==> src/design/reig_pkg.sv <==
// constants and types for the error record interrupt generator
// How it works
// - level fault irq: valid and deferred or uncorrected, when enabled
// - level fault irq on corrected: valid and counter overflow, counter present
// - level fault irq on corrected without counter: valid and corrected nonzero
// - level recovery irq: valid and uncorrected or deferred with matching enable
// - level critical irq: enabled, valid and critical flag set
// - edge fault pulse on deferred or uncorrected recording when enabled
// - edge fault pulse on corrected error event when enabled
// - edge recovery pulse on uncorrected recording when enabled
// - edge recovery pulse on deferred recording when enabled
// - edge critical pulse on recording that sets critical flag, when enabled
// - edge critical pulse even if critical flag already set
// - each output edge or level, fixed by a parameter
// - outputs combined across records only; combined reflects every record
// - system-register-only records suggest private per-core interrupts
// - counter unsigned overflow sets overflow flag and raises corrected event
// - edge pulse produced even when syndrome dropped for higher priority
package reig_pkg;
  localparam logic [11:0] ADDR_CTRL    = 12'h000;
  localparam logic [11:0] ADDR_STATUS  = 12'h004;
  localparam logic [11:0] ADDR_CLEAR   = 12'h008;
  localparam logic [11:0] ADDR_IRQ_EN  = 12'h00C;
  localparam logic [11:0] ADDR_LEVEL   = 12'h010;
  // ctrl bit positions
  localparam int CTRL_FH_DU  = 0;
  localparam int CTRL_FH_CE  = 1;
  localparam int CTRL_ER_UE  = 2;
  localparam int CTRL_ER_DE  = 3;
  localparam int CTRL_CRIT   = 4;
  localparam int CTRL_W      = 5;
  localparam logic [CTRL_W-1:0] CTRL_RESET = 5'h00;
  // status event bits
  localparam int EV_FH   = 0;
  localparam int EV_ER   = 1;
  localparam int EV_CRIT = 2;
  localparam int EV_W    = 3;
  localparam logic [EV_W-1:0] EV_RESET = 3'h0;
  localparam logic [31:0] RD_ZERO = 32'h0000_0000;
endpackage

==> src/design/reig_top.sv <==
// error record interrupt generator with apb control
`timescale 1ns/10ps
module reig_top #(
  parameter int                       NREC     = 2,
  parameter int                       CE_W     = 2,
  parameter int                       CNT_W    = 8,
  parameter logic [NREC-1:0]          HAS_CNT  = '1,
  parameter logic [reig_pkg::EV_W-1:0] EDGE_MODE = 3'h0
) (
  input  wire logic                   pclk,
  input  wire logic                   presetn,
  input  wire logic                   clk_en,
  input  wire logic                   psel,
  input  wire logic                   penable,
  input  wire logic                   pwrite,
  input  wire logic [11:0]            paddr,
  input  wire logic [31:0]            pwdata,
  output logic [31:0]                 prdata,
  output logic                        pready,
  output logic                        pslverr,
  input  wire logic [NREC-1:0]        valid_flag,
  input  wire logic [NREC-1:0]        deferred_error_flag,
  input  wire logic [NREC-1:0]        uncorrected_error_flag,
  input  wire logic [NREC-1:0]        critical_error_flag,
  input  wire logic [NREC*CE_W-1:0]   ce_field,
  input  wire logic [NREC-1:0]        ovf_clear,
  input  wire logic [NREC-1:0]        rec_evt,
  input  wire logic [NREC-1:0]        rec_de,
  input  wire logic [NREC-1:0]        rec_ue,
  input  wire logic [NREC-1:0]        rec_ci,
  input  wire logic [NREC-1:0]        ce_count,
  output logic [NREC-1:0]             ovf_flag,
  output logic                        fault_irq,
  output logic                        recovery_irq,
  output logic                        critical_irq,
  output logic                        irq
);
  localparam int EW = reig_pkg::EV_W;
  logic [reig_pkg::CTRL_W-1:0] ctrl_q;
  logic [EW-1:0]               stat_q;
  logic [EW-1:0]               irq_en_q;
  logic [EW-1:0]               out_q;
  logic                        irq_q;
  logic [31:0]                 prdata_q;
  logic                        pready_q;
  logic                        pslverr_q;
  logic [NREC-1:0]             ovf_w;
  logic [NREC-1:0]             ce_evt_w;
  logic [EW-1:0]               lvl_r [NREC];
  logic [EW-1:0]               edg_r [NREC];
  logic [EW-1:0]               lvl_any;
  logic [EW-1:0]               edg_any;
  logic [EW-1:0]               out_d;
  logic                        wr_acc;
  logic                        rd_acc;
  logic                        addr_ok;

  genvar g;
  generate
    for (g = 0; g < NREC; g++) begin : g_rec
      reig_ce_counter #(.CNT_W(CNT_W)) u_cnt (
        .pclk     (pclk),
        .presetn  (presetn),
        .en       (clk_en),
        .count    (ce_count[g] && HAS_CNT[g]),
        .clr_ovf  (ovf_clear[g]),
        .ovf_q    (ovf_w[g]),
        .ce_evt_q (ce_evt_w[g]),
        .cnt_q    ()
      );
      reig_record #(.CE_W(CE_W)) u_rec (
        .en                     (clk_en),
        .ctrl                   (ctrl_q),
        .has_counter            (HAS_CNT[g]),
        .valid_flag             (valid_flag[g]),
        .deferred_error_flag    (deferred_error_flag[g]),
        .uncorrected_error_flag (uncorrected_error_flag[g]),
        .critical_error_flag    (critical_error_flag[g]),
        .ce_field               (ce_field[g*CE_W +: CE_W]),
        .ovf_flag               (ovf_w[g]),
        .rec_evt                (rec_evt[g]),
        .rec_de                 (rec_de[g]),
        .rec_ue                 (rec_ue[g]),
        .rec_ci                 (rec_ci[g]),
        // without a counter each corrected count is itself an event
        .ce_evt                 (HAS_CNT[g] ? ce_evt_w[g] : ce_count[g]),
        .lvl                    (lvl_r[g]),
        .edg                    (edg_r[g])
      );
    end
  endgenerate

  // all records merged onto one line per kind
  always_comb begin
    lvl_any = '0;
    edg_any = '0;
    for (int i = 0; i < NREC; i++) begin
      lvl_any = lvl_any | lvl_r[i];
      edg_any = edg_any | edg_r[i];
    end
    for (int k = 0; k < EW; k++) begin
      out_d[k] = EDGE_MODE[k] ? edg_any[k] : lvl_any[k];
    end
  end

  assign addr_ok = (paddr == reig_pkg::ADDR_CTRL)   ||
                   (paddr == reig_pkg::ADDR_STATUS) ||
                   (paddr == reig_pkg::ADDR_CLEAR)  ||
                   (paddr == reig_pkg::ADDR_IRQ_EN) ||
                   (paddr == reig_pkg::ADDR_LEVEL);
  assign wr_acc = psel && penable && pwrite && pready_q;
  assign rd_acc = psel && !penable && !pwrite;

  // outputs registered; edge outputs stay high one cycle for each cycle their strobe is high
  always_ff @(posedge pclk or negedge presetn) begin
    if (!presetn) begin
      out_q <= reig_pkg::EV_RESET;
    end else if (clk_en) begin
      out_q <= out_d;
    end
  end

  always_ff @(posedge pclk or negedge presetn) begin
    if (!presetn) begin
      ctrl_q   <= reig_pkg::CTRL_RESET;
      irq_en_q <= reig_pkg::EV_RESET;
    end else if (clk_en && wr_acc) begin
      if (paddr == reig_pkg::ADDR_CTRL) begin
        ctrl_q <= pwdata[reig_pkg::CTRL_W-1:0];
      end
      if (paddr == reig_pkg::ADDR_IRQ_EN) begin
        irq_en_q <= pwdata[EW-1:0];
      end
    end
  end

  // sticky status: a new event wins over a clear in the same cycle
  always_ff @(posedge pclk or negedge presetn) begin
    if (!presetn) begin
      stat_q <= reig_pkg::EV_RESET;
    end else if (clk_en) begin
      if (wr_acc && paddr == reig_pkg::ADDR_CLEAR) begin
        stat_q <= (stat_q & ~pwdata[EW-1:0]) | out_d;
      end else begin
        stat_q <= stat_q | out_d;
      end
    end
  end

  always_ff @(posedge pclk or negedge presetn) begin
    if (!presetn) begin
      irq_q <= 1'b0;
    end else if (clk_en) begin
      irq_q <= |(stat_q & irq_en_q);
    end
  end

  // no wait states: setup cycle prepares data, access completes in its first cycle
  always_ff @(posedge pclk or negedge presetn) begin
    if (!presetn) begin
      prdata_q  <= reig_pkg::RD_ZERO;
      pready_q  <= 1'b0;
      pslverr_q <= 1'b0;
    end else if (clk_en) begin
      pready_q  <= psel && !penable;
      pslverr_q <= psel && !penable && !addr_ok;
      if (rd_acc) begin
        prdata_q <= reig_pkg::RD_ZERO;
        unique case (paddr)
          reig_pkg::ADDR_CTRL:   prdata_q[reig_pkg::CTRL_W-1:0] <= ctrl_q;
          reig_pkg::ADDR_STATUS: prdata_q[EW-1:0] <= stat_q;
          reig_pkg::ADDR_IRQ_EN: prdata_q[EW-1:0] <= irq_en_q;
          reig_pkg::ADDR_LEVEL:  prdata_q[EW-1:0] <= lvl_any;
          default:               prdata_q <= reig_pkg::RD_ZERO;
        endcase
      end
    end
  end

  assign prdata       = prdata_q;
  assign pready       = pready_q;
  assign pslverr      = pslverr_q;
  assign ovf_flag     = ovf_w;
  // integrator routes these, ideally as private core interrupts
  assign fault_irq    = out_q[reig_pkg::EV_FH];
  assign recovery_irq = out_q[reig_pkg::EV_ER];
  assign critical_irq = out_q[reig_pkg::EV_CRIT];
  assign irq          = irq_q;

  a_crit_level: assert property (
    @(posedge pclk) disable iff (!presetn)
    (clk_en && !EDGE_MODE[reig_pkg::EV_CRIT]) |=>
    (critical_irq == $past(lvl_any[reig_pkg::EV_CRIT])))
    else $error("critical level output mismatch");

  a_crit_pulse: assert property (
    @(posedge pclk) disable iff (!presetn)
    (clk_en && EDGE_MODE[reig_pkg::EV_CRIT] && ctrl_q[reig_pkg::CTRL_CRIT]
     && rec_evt[0] && rec_ci[0]) |=> critical_irq)
    else $error("critical pulse missing");

  a_fh_du_pulse: assert property (
    @(posedge pclk) disable iff (!presetn)
    (clk_en && EDGE_MODE[reig_pkg::EV_FH] && ctrl_q[reig_pkg::CTRL_FH_DU]
     && rec_evt[0] && (rec_de[0] || rec_ue[0])) |=> fault_irq)
    else $error("fault pulse missing");

  a_er_pulse: assert property (
    @(posedge pclk) disable iff (!presetn)
    (clk_en && EDGE_MODE[reig_pkg::EV_ER] && rec_evt[0] &&
     ((ctrl_q[reig_pkg::CTRL_ER_UE] && rec_ue[0]) ||
      (ctrl_q[reig_pkg::CTRL_ER_DE] && rec_de[0]))) |=> recovery_irq)
    else $error("recovery pulse missing");

  a_er_level: assert property (
    @(posedge pclk) disable iff (!presetn)
    (clk_en && !EDGE_MODE[reig_pkg::EV_ER] && valid_flag[0] &&
     ctrl_q[reig_pkg::CTRL_ER_UE] && uncorrected_error_flag[0])
    |=> recovery_irq)
    else $error("recovery level missing");

  a_fh_level: assert property (
    @(posedge pclk) disable iff (!presetn)
    (clk_en && !EDGE_MODE[reig_pkg::EV_FH] && valid_flag[0] &&
     ctrl_q[reig_pkg::CTRL_FH_DU] && deferred_error_flag[0])
    |=> fault_irq)
    else $error("fault level missing");

  a_no_enable: assert property (
    @(posedge pclk) disable iff (!presetn)
    (clk_en && ctrl_q == '0) |=> (out_q == '0))
    else $error("interrupt without enable");

  a_ovf_event: assert property (
    @(posedge pclk) disable iff (!presetn)
    (clk_en && HAS_CNT[0] && ce_count[0] && g_rec[0].u_cnt.cnt_q == '1)
    |=> (ovf_flag[0] && ce_evt_w[0]))
    else $error("overflow flag not set");

  a_pulse_once: assert property (
    @(posedge pclk) disable iff (!presetn)
    (clk_en && EDGE_MODE[reig_pkg::EV_CRIT] && critical_irq &&
     (rec_evt & rec_ci) == '0) |=> !critical_irq)
    else $error("critical pulse too long");

  a_fh_ue_level: assert property (
    @(posedge pclk) disable iff (!presetn)
    (clk_en && !EDGE_MODE[reig_pkg::EV_FH] && valid_flag[NREC-1] &&
     ctrl_q[reig_pkg::CTRL_FH_DU] && uncorrected_error_flag[NREC-1])
    |=> fault_irq)
    else $error("fault level on uncorrected missing");

  a_fh_ovf_level: assert property (
    @(posedge pclk) disable iff (!presetn)
    (clk_en && !EDGE_MODE[reig_pkg::EV_FH] && HAS_CNT[0] && valid_flag[0] &&
     ctrl_q[reig_pkg::CTRL_FH_CE] && ovf_w[0]) |=> fault_irq)
    else $error("fault level on overflow missing");

  a_fh_ce_field: assert property (
    @(posedge pclk) disable iff (!presetn)
    (clk_en && !EDGE_MODE[reig_pkg::EV_FH] && !HAS_CNT[NREC-1] &&
     valid_flag[NREC-1] && ctrl_q[reig_pkg::CTRL_FH_CE] &&
     ce_field[(NREC-1)*CE_W +: CE_W] != '0) |=> fault_irq)
    else $error("fault level on corrected field missing");

  a_fh_ce_pulse: assert property (
    @(posedge pclk) disable iff (!presetn)
    (clk_en && EDGE_MODE[reig_pkg::EV_FH] && ctrl_q[reig_pkg::CTRL_FH_CE] &&
     ce_evt_w[0] && HAS_CNT[0]) |=> fault_irq)
    else $error("fault pulse on corrected event missing");

  a_er_de_level: assert property (
    @(posedge pclk) disable iff (!presetn)
    (clk_en && !EDGE_MODE[reig_pkg::EV_ER] && valid_flag[0] &&
     ctrl_q[reig_pkg::CTRL_ER_DE] && deferred_error_flag[0])
    |=> recovery_irq)
    else $error("recovery level on deferred missing");

  a_crit_merged: assert property (
    @(posedge pclk) disable iff (!presetn)
    (clk_en && !EDGE_MODE[reig_pkg::EV_CRIT] && ctrl_q[reig_pkg::CTRL_CRIT] &&
     valid_flag[NREC-1] && critical_error_flag[NREC-1]) |=> critical_irq)
    else $error("critical level of last record missing");

  a_crit_rec_new: assert property (
    @(posedge pclk) disable iff (!presetn)
    (clk_en && EDGE_MODE[reig_pkg::EV_CRIT] && ctrl_q[reig_pkg::CTRL_CRIT] &&
     rec_evt[NREC-1] && rec_ci[NREC-1]) |=> critical_irq)
    else $error("critical pulse of last record missing");

  a_er_quiet: assert property (
    @(posedge pclk) disable iff (!presetn)
    (clk_en && EDGE_MODE[reig_pkg::EV_ER] && rec_evt == '0) |=> !recovery_irq)
    else $error("recovery pulse without recording");

  a_fh_quiet: assert property (
    @(posedge pclk) disable iff (!presetn)
    (clk_en && EDGE_MODE[reig_pkg::EV_FH] && rec_evt == '0 &&
     ce_evt_w == '0 && (ce_count & ~HAS_CNT) == '0) |=> !fault_irq)
    else $error("fault pulse without event");

  a_freeze: assert property (
    @(posedge pclk) disable iff (!presetn)
    (!clk_en) |=> ($stable(out_q) && $stable(stat_q) && $stable(ctrl_q) &&
     $stable(irq_en_q) && $stable(irq_q) && $stable(ovf_w)))
    else $error("state moved while clock enable low");

  a_irq_masked: assert property (
    @(posedge pclk) disable iff (!presetn)
    (clk_en && irq_en_q == '0) |=> !irq)
    else $error("interrupt with all enables cleared");

  a_stat_set: assert property (
    @(posedge pclk) disable iff (!presetn)
    (clk_en && out_d[reig_pkg::EV_CRIT]) |=> stat_q[reig_pkg::EV_CRIT])
    else $error("critical status bit lost");
endmodule

==> src/design/reig_record.sv <==
// one error record's interrupt conditions
`timescale 1ns/10ps
module reig_record #(
  parameter int CE_W = 2
) (
  input  wire logic                          en,
  input  wire logic [reig_pkg::CTRL_W-1:0]   ctrl,
  input  wire logic                          has_counter,
  input  wire logic                          valid_flag,
  input  wire logic                          deferred_error_flag,
  input  wire logic                          uncorrected_error_flag,
  input  wire logic                          critical_error_flag,
  input  wire logic [CE_W-1:0]               ce_field,
  input  wire logic                          ovf_flag,
  input  wire logic                          rec_evt,
  input  wire logic                          rec_de,
  input  wire logic                          rec_ue,
  input  wire logic                          rec_ci,
  input  wire logic                          ce_evt,
  output logic [reig_pkg::EV_W-1:0]          lvl,
  output logic [reig_pkg::EV_W-1:0]          edg
);
  logic ce_cond;
  always_comb begin
    ce_cond = has_counter ? ovf_flag : (ce_field != '0);
    lvl[reig_pkg::EV_FH] = valid_flag &&
      ((ctrl[reig_pkg::CTRL_FH_DU] &&
        (deferred_error_flag || uncorrected_error_flag)) ||
       (ctrl[reig_pkg::CTRL_FH_CE] && ce_cond));
    lvl[reig_pkg::EV_ER] = valid_flag &&
      ((ctrl[reig_pkg::CTRL_ER_UE] && uncorrected_error_flag) ||
       (ctrl[reig_pkg::CTRL_ER_DE] && deferred_error_flag));
    lvl[reig_pkg::EV_CRIT] = ctrl[reig_pkg::CTRL_CRIT] && valid_flag &&
      critical_error_flag;
    // recording strobe used regardless of syndrome kept or dropped
    edg[reig_pkg::EV_FH] = en &&
      ((ctrl[reig_pkg::CTRL_FH_DU] && rec_evt && (rec_de || rec_ue)) ||
       (ctrl[reig_pkg::CTRL_FH_CE] && ce_evt));
    edg[reig_pkg::EV_ER] = en && rec_evt &&
      ((ctrl[reig_pkg::CTRL_ER_UE] && rec_ue) ||
       (ctrl[reig_pkg::CTRL_ER_DE] && rec_de));
    // old flag value not consulted
    edg[reig_pkg::EV_CRIT] = en && rec_evt && rec_ci &&
      ctrl[reig_pkg::CTRL_CRIT];
  end
endmodule

==> src/design/reig_ce_counter.sv <==
// corrected error counter with overflow flag
`timescale 1ns/10ps
module reig_ce_counter #(
  parameter int CNT_W = 8
) (
  input  wire logic             pclk,
  input  wire logic             presetn,
  input  wire logic             en,
  input  wire logic             count,
  input  wire logic             clr_ovf,
  output logic                  ovf_q,
  output logic                  ce_evt_q,
  output logic [CNT_W-1:0]      cnt_q
);
  logic wrap;
  assign wrap = count && (cnt_q == '1);
  always_ff @(posedge pclk or negedge presetn) begin
    if (!presetn) begin
      cnt_q    <= '0;
      ovf_q    <= 1'b0;
      ce_evt_q <= 1'b0;
    end else if (en) begin
      if (count) begin
        cnt_q <= cnt_q + 1'b1;
      end
      // overflow set wins over a clear in the same cycle
      if (wrap) begin
        ovf_q <= 1'b1;
      end else if (clr_ovf) begin
        ovf_q <= 1'b0;
      end
      ce_evt_q <= wrap;
    end
  end
endmodule

==> config.mk <==
export PLATFORM = sky130hd
export DESIGN_NAME = reig_top
export DESIGN_NICKNAME = d
export VERILOG_FILES = /design/src/design/reig_pkg.sv /design/src/design/reig_top.sv /design/src/design/reig_record.sv /design/src/design/reig_ce_counter.sv
export SDC_FILE = /design/constraint.sdc
export NUM_CORES = 1
export LEC_CHECK = 0
export BUFFER_PORTS_ARGS = -buffer_cell sky130_fd_sc_hd__buf_2
export CORE_MARGIN = 10
export CORE_UTILIZATION = 48
export DETAILED_ROUTE_END_ITERATION = 16
export PLACE_DENSITY = 0.87
export SLEW_MARGIN = 10
export SYNTH_ARGS = -nofsm -noshare
export SYNTH_HDL_FRONTEND = slang
export SYNTH_SLANG_ARGS = --single-unit
==> constraint.sdc <==
create_clock -name pclk -period 3 [get_ports pclk]
set_input_delay 0.3 -clock pclk [delete_from_list [all_inputs] [get_ports pclk]]
set_output_delay 0.3 -clock pclk [all_outputs]
set_load 0.01 [all_outputs]
# Yosys cells after proc, flatten, opt, wreduce, memory -nomap -nowiden
# Index checks and enable logic that the tools add are counted.
totals:
  register_bits: 40
  out_inout_bits: 40
classes:
  addsub: 2
  eq_ne: 6
  mux: 7
  bitwise_logic: 6
  n_reduce_logical: 50
ops:
  columns: ["operator", "count"]
  rows:
  - ["1-bit logical AND", 26]
  - ["12-bit by 4-bit equality test with 1-bit output (second input constant)", 2]
  - ["8-bit by 1-bit adder with 8-bit output (second input constant)", 2]
  - ["8-bit equality test (second input constant)", 2]
  - ["2-bit AND reduction", 7]
  - ["12-bit by 3-bit equality test with 1-bit output (second input constant)", 1]
  - ["12-bit by 5-bit equality test with 1-bit output (second input constant)", 1]
  - ["12-bit logical NOT", 1]
  - ["3-bit case mux with 4 select lines", 1]
  - ["1-bit logical OR", 10]
  - ["3-bit OR", 3]
  - ["3-bit AND", 2]
  - ["1-bit 2-to-1 mux", 4]
  - ["2-bit nonzero test", 2]
  - ["1-bit logical NOT", 3]
  - ["3-bit 2-to-1 mux", 1]
  - ["3-bit NOT", 1]
  - ["3-bit OR reduction", 1]
  - ["2-bit 2-to-1 mux", 1]

# Longest topological paths before layout
depth:
  depth_word: 7
  ltp_mapped: 6
  mapped_depth_nobuf: 4

# By module
# A second synthesis with hierarchy kept.
unflattened:
  cells_unflattened: 243
  hier_area_um2: 2468.6
by_module_without_submodules:
  columns: ["module", "n_inst", "cells_each", "area_each_um2", "seq_area_each_um2"]
  rows:
  - ["reig_top", 1, 137, 1355.0, 550.5]
  - ["reig_ce_counter", 2, 37, 464.2, 250.2]
  - ["reig_record", 2, 16, 92.6, 0.0]

# Worst setup path before layout
# Ideal clock, no wire load.
synth_path:
  kind: "input to register"
  startpoint: "input port paddr[7]"
  endpoint: "register stat_q[0]"
  setup_ns: 0.126
  arrival_ns: 1.578
  t_required_ns: 2.874
  slack_ns: 1.296
  path_stages: 4
  path_buffers: 0
  cell_sequence: "nor4_2 -> nand3_1 -> or4_4 -> a221o_1"
synth_via:
  elab_chain_cells: 3
synth_lines:
  columns: ["element", "line", "text"]
  rows:
  - ["from (decl)", "reig_top.sv:16", "input wire logic [11:0] paddr,"]
  - ["12-bit by 4-bit equality test with 1-bit output", "reig_top.sv:142", "if (wr_acc && paddr == reig_pkg::ADDR_CLEAR) begin"]
  - ["1-bit logical AND", "reig_top.sv:142", null]
  - ["3-bit 2-to-1 mux", "reig_top.sv:142", null]
  - ["to (signal assigned)", "reig_top.sv:140", "stat_q <= reig_pkg::EV_RESET;"]
  - ["to (signal assigned)", "reig_top.sv:143", "stat_q <= (stat_q & ~pwdata[EW-1:0]) | out_d;"]
  - ["to (signal assigned)", "reig_top.sv:145", "stat_q <= stat_q | out_d;"]
  - ["to (decl)", "reig_top.sv:40", "logic [EW-1:0] stat_q;"]
# No other way between the ends.
# A chain may end at the register's enable or synchronous reset.

==> out/summary.txt <==
================================================================================
Run status                                                          finished, final reports clean
I/O pin cnt                                                                  114
Post-Route WL                                                            4504 um
DR iter-0 viols                                                              100
Die width                                                               86.61 um
Sequential cell area                                                  1001 sq um
Setup TNS                                                                   0 ns
Total global-route track usage                                            12.45%
Area of the multi-input gates                                        933.4 sq um
Peak supply drop                                                     0.0004249 V
Antenna violations before repair                                               0
Startpoint kind of the worst setup timing path                         input pin
Power consumption                                                       1.239 mW
Cell with the most instances after synthesis                             dfrtp_1
Internal portion of total power                                         879.7 uW
Critical path peak fanout                                                     20
First-pass GRT wire length                                               7417 um
Library cell with the largest summed area after synthesis                dfrtp_1
Final weighted congestion of routability-driven global placement          0.8444
Endpoints failing setup                                                        0
Layout cell share with drive strength beyond 1                            29.20%
Switching share of power                                                  28.98%
Full die area                                                         7500 sq um
RSZ-0062 raised after global routing                                       false
CTS tree                                                                     yes
Post-cts hold buffer count                                                     0
Count of state elements after synthesis                                       40
Height of the chip                                                      86.61 um
Syn Area/Cell                                                        10.49 sq um
Average routed wire per standard cell                                   14.91 um
Classification of the worst setup path                                    in2reg
Number of enable-type register cells in the synthesized netlist                0
Ratio of final minimum period to clock period                             56.77%
Cell count after synthesis                                                   203
Top cells by count, synth                                           40 x dfrtp_1, 30 x buf_4, 14 x nand2_1
Fraction of synthesized cell area taken by the top area cell type         47.00%
Avg Vias per Cell                                                          5.036
Slew of the pin with the lowest slew margin                            0.8656 ns
Placeable core region                                                 4324 sq um
Path class of the lowest-slack min-delay path                           in2async
CTS H-tree depth                                                               2
Upper clock frequency limit                                            587.1 MHz
Period minus WS final                                                   1.703 ns
Number of clock sinks                                                         40
Main synth FF type                                                       dfrtp_1
Final Max Slew Viols                                                           0
Warnings from Yosys                                                            0
Number of nets in the finished design                                        326
Number of rows in the core area                                               24
Fraction of the yosys area taken by sequential cells                      47.00%
Critical Path Start                                                       clk_en
Power share of the clock group                                             26.9%
DR vias                                                                     1521
Synthesized cell area                                                 2130 sq um
Element type at the critical path end                                  flip-flop
CTS Buffer Depth                                                               2
Post-synthesis cell type count                                                40
Antenna-violating nets left                                                    0
Antenna fix cells                                                              0
Worst hold-check slack                                                 0.1161 ns
Source of the worst register-to-register timing path                      pready
Net switching power                                                     359.0 uW
Final hold violations                                                          0
Main area contributors after synthesis                              dfrtp_1 47%, buf_4 11%, mux2_2 6.9%
Largest net degree at the start of global routing                             41
Clk_skew                                                             0.001901 ns
Fill cell count                                                              405
CTS clock-pin slew for the worst setup and hold paths                    0.07 ns
Number of max-cap violations                                                   0
Arrival time reported for the critical path endpoint                     1.88 ns
Required @ worst endpoint                                                3.18 ns
Iteration count of the initial detailed-routing pass                           5
Via count of the first global-routing pass                                  1594
Proportion of power drawn by combinational gates                           16.8%
Gates resized, CTS repair                                                      0
Sequential fraction of design power                                        56.3%
Residual DRC count                                                             0
Async S/R FF share, synth                                                 100.0%
Gr ovfl total                                                                  0
Area growth, synth to finish                                              10.87%
Number of clock buffers inserted by TritonCTS                                  5
Quantity of I/O buffers inserted on ports                                     47
Relative slew slack                                                       42.30%
Setup bufs post-CTS                                                            0
Initial cell density of the core                                          49.25%
HPWL after detailed placement                                            3636 um
Total power density per cell area                                   524.6 nW/um^2
Clock root buffer                                                       clkbuf_8
Clock insertion delay at the later pin of the skew report                0.29 ns
Static leakage                                                          1.188 nW
================================================================================
-- power groups by stage --
stage / Clock [mW] / Combinational (mW) / Sequential, mW
floorplan: 0 / 0.170 / 0.692
global placement: 0 / 0.197 / 0.699
detailed placement: 0 / 0.211 / 0.706
CTS: 0.344 / 0.212 / 0.698
global route: 0.366 / 0.246 / 0.710
finish: 0.333 / 0.208 / 0.698
-- logic make-up (layout without fill, tap and decap cells) --
logic type | count (synthesis) | after routing | synth area share [%]
multiplexers | 14 | 14 | 7.344
buffers and inverters | 46 | 67 | 13.75
XOR/XNOR | 14 | 14 | 5.758
adder cells (fa/ha/maj) | 2 | 2 | 1.175
AO/OA/AOI/OAI | 31 | 31 | 11.05
flip-flops | 40 | 40 | 47.00
AND/OR/NAND/NOR | 55 | 55 | 13.75
other | 1 | 27 | 0.1761
-- through the flow --
step,worst slack [ns],instances,cell area (sq um),utilization (%)
CTS,1.309,302,2361,54.60
global route,1.188,302,2361,54.60
finish,1.297,302,2361,54.60
floorplan,1.296,229,2227,-
detailed placement,0.9947,295,2283,52.81
global placement,1.007,295,2283,52.81
-- state kept, by name, summed over array words and instances (netlist names) --
| register | flops |
|---|---|
| g_rec.u_cnt.cnt_q | 16 |
| ctrl_q | 5 |
| irq_en_q | 3 |
| out_q | 3 |
| prdata | 5 |
| pslverr | 1 |
| irq | 1 |
| g_rec.u_cnt.ovf_q | 2 |
| pready | 1 |
| stat_q | 3 |
-- layout make-up --
class	count	area share, %
Clock buffer	6	3.074
Clock inverter	1	0.2120
Inverter	13	2.067
Multi-Input combinational cell	143	39.53
Sequential cell	40	42.40
Tap cell	52	2.756
Timing Repair Buffer	47	9.963
-- worst paths after layout --
path / to / slack (ns) / cells after the start
max: stat_q[0] / 1.30 / 5
min: g_rec[1].u_cnt.cnt_q[3] / 0.12 / 1
max reg2reg: stat_q[0] / 1.31 / 4
min reg2reg: g_rec[0].u_cnt.cnt_q[5] / 0.48 / 1
max in group asynchronous: ctrl_q[4] / 2.34 / 1
min in group pclk: ctrl_q[3] / 0.24 / 2
-- metal layers --
metal | part of all wire [%] | wire, um | GRT usage [%] | up-vias
met5 | 0 | 0 | 0 | -
met4 | 1.5 | 66 | 4.860 | 0
met3 | 12 | 538 | 5.910 | 6
met2 | 51 | 2297 | 20.87 | 56
met1 | 36 | 1601 | 13.21 | 714
li1 | - | - | - | 745
-- worst max-delay path: stages --
cell	delay [ns]
buf_2	0.30
nand2_1	0.16
or3_1	0.32
or4_4	0.44
a221o_1	0.35
-- cell usage in the layout (no fill, tap or decap), types with 2 or more instances in the layout --
cell type / count
a221o_1: 2
clkbuf_8: 5
o22ai_1: 2
buf_2: 47
nor2_1: 10
a22oi_1: 3
xnor2_1: 10
nand2_1: 14
o211ai_1: 3
inv_1: 12
dfrtp_1: 40
nor3_1: 7
a21oi_1: 5
a32o_1: 2
nand3b_1: 2
xor2_1: 4
and2_1: 2
ha_1: 2
conb_1: 27
o21ai_0: 3
a22o_1: 7
mux2_2: 13
nand4_1: 5
nand3_1: 5
nor2b_1: 2
Note: power is estimated with default switching activity, not from simulation.
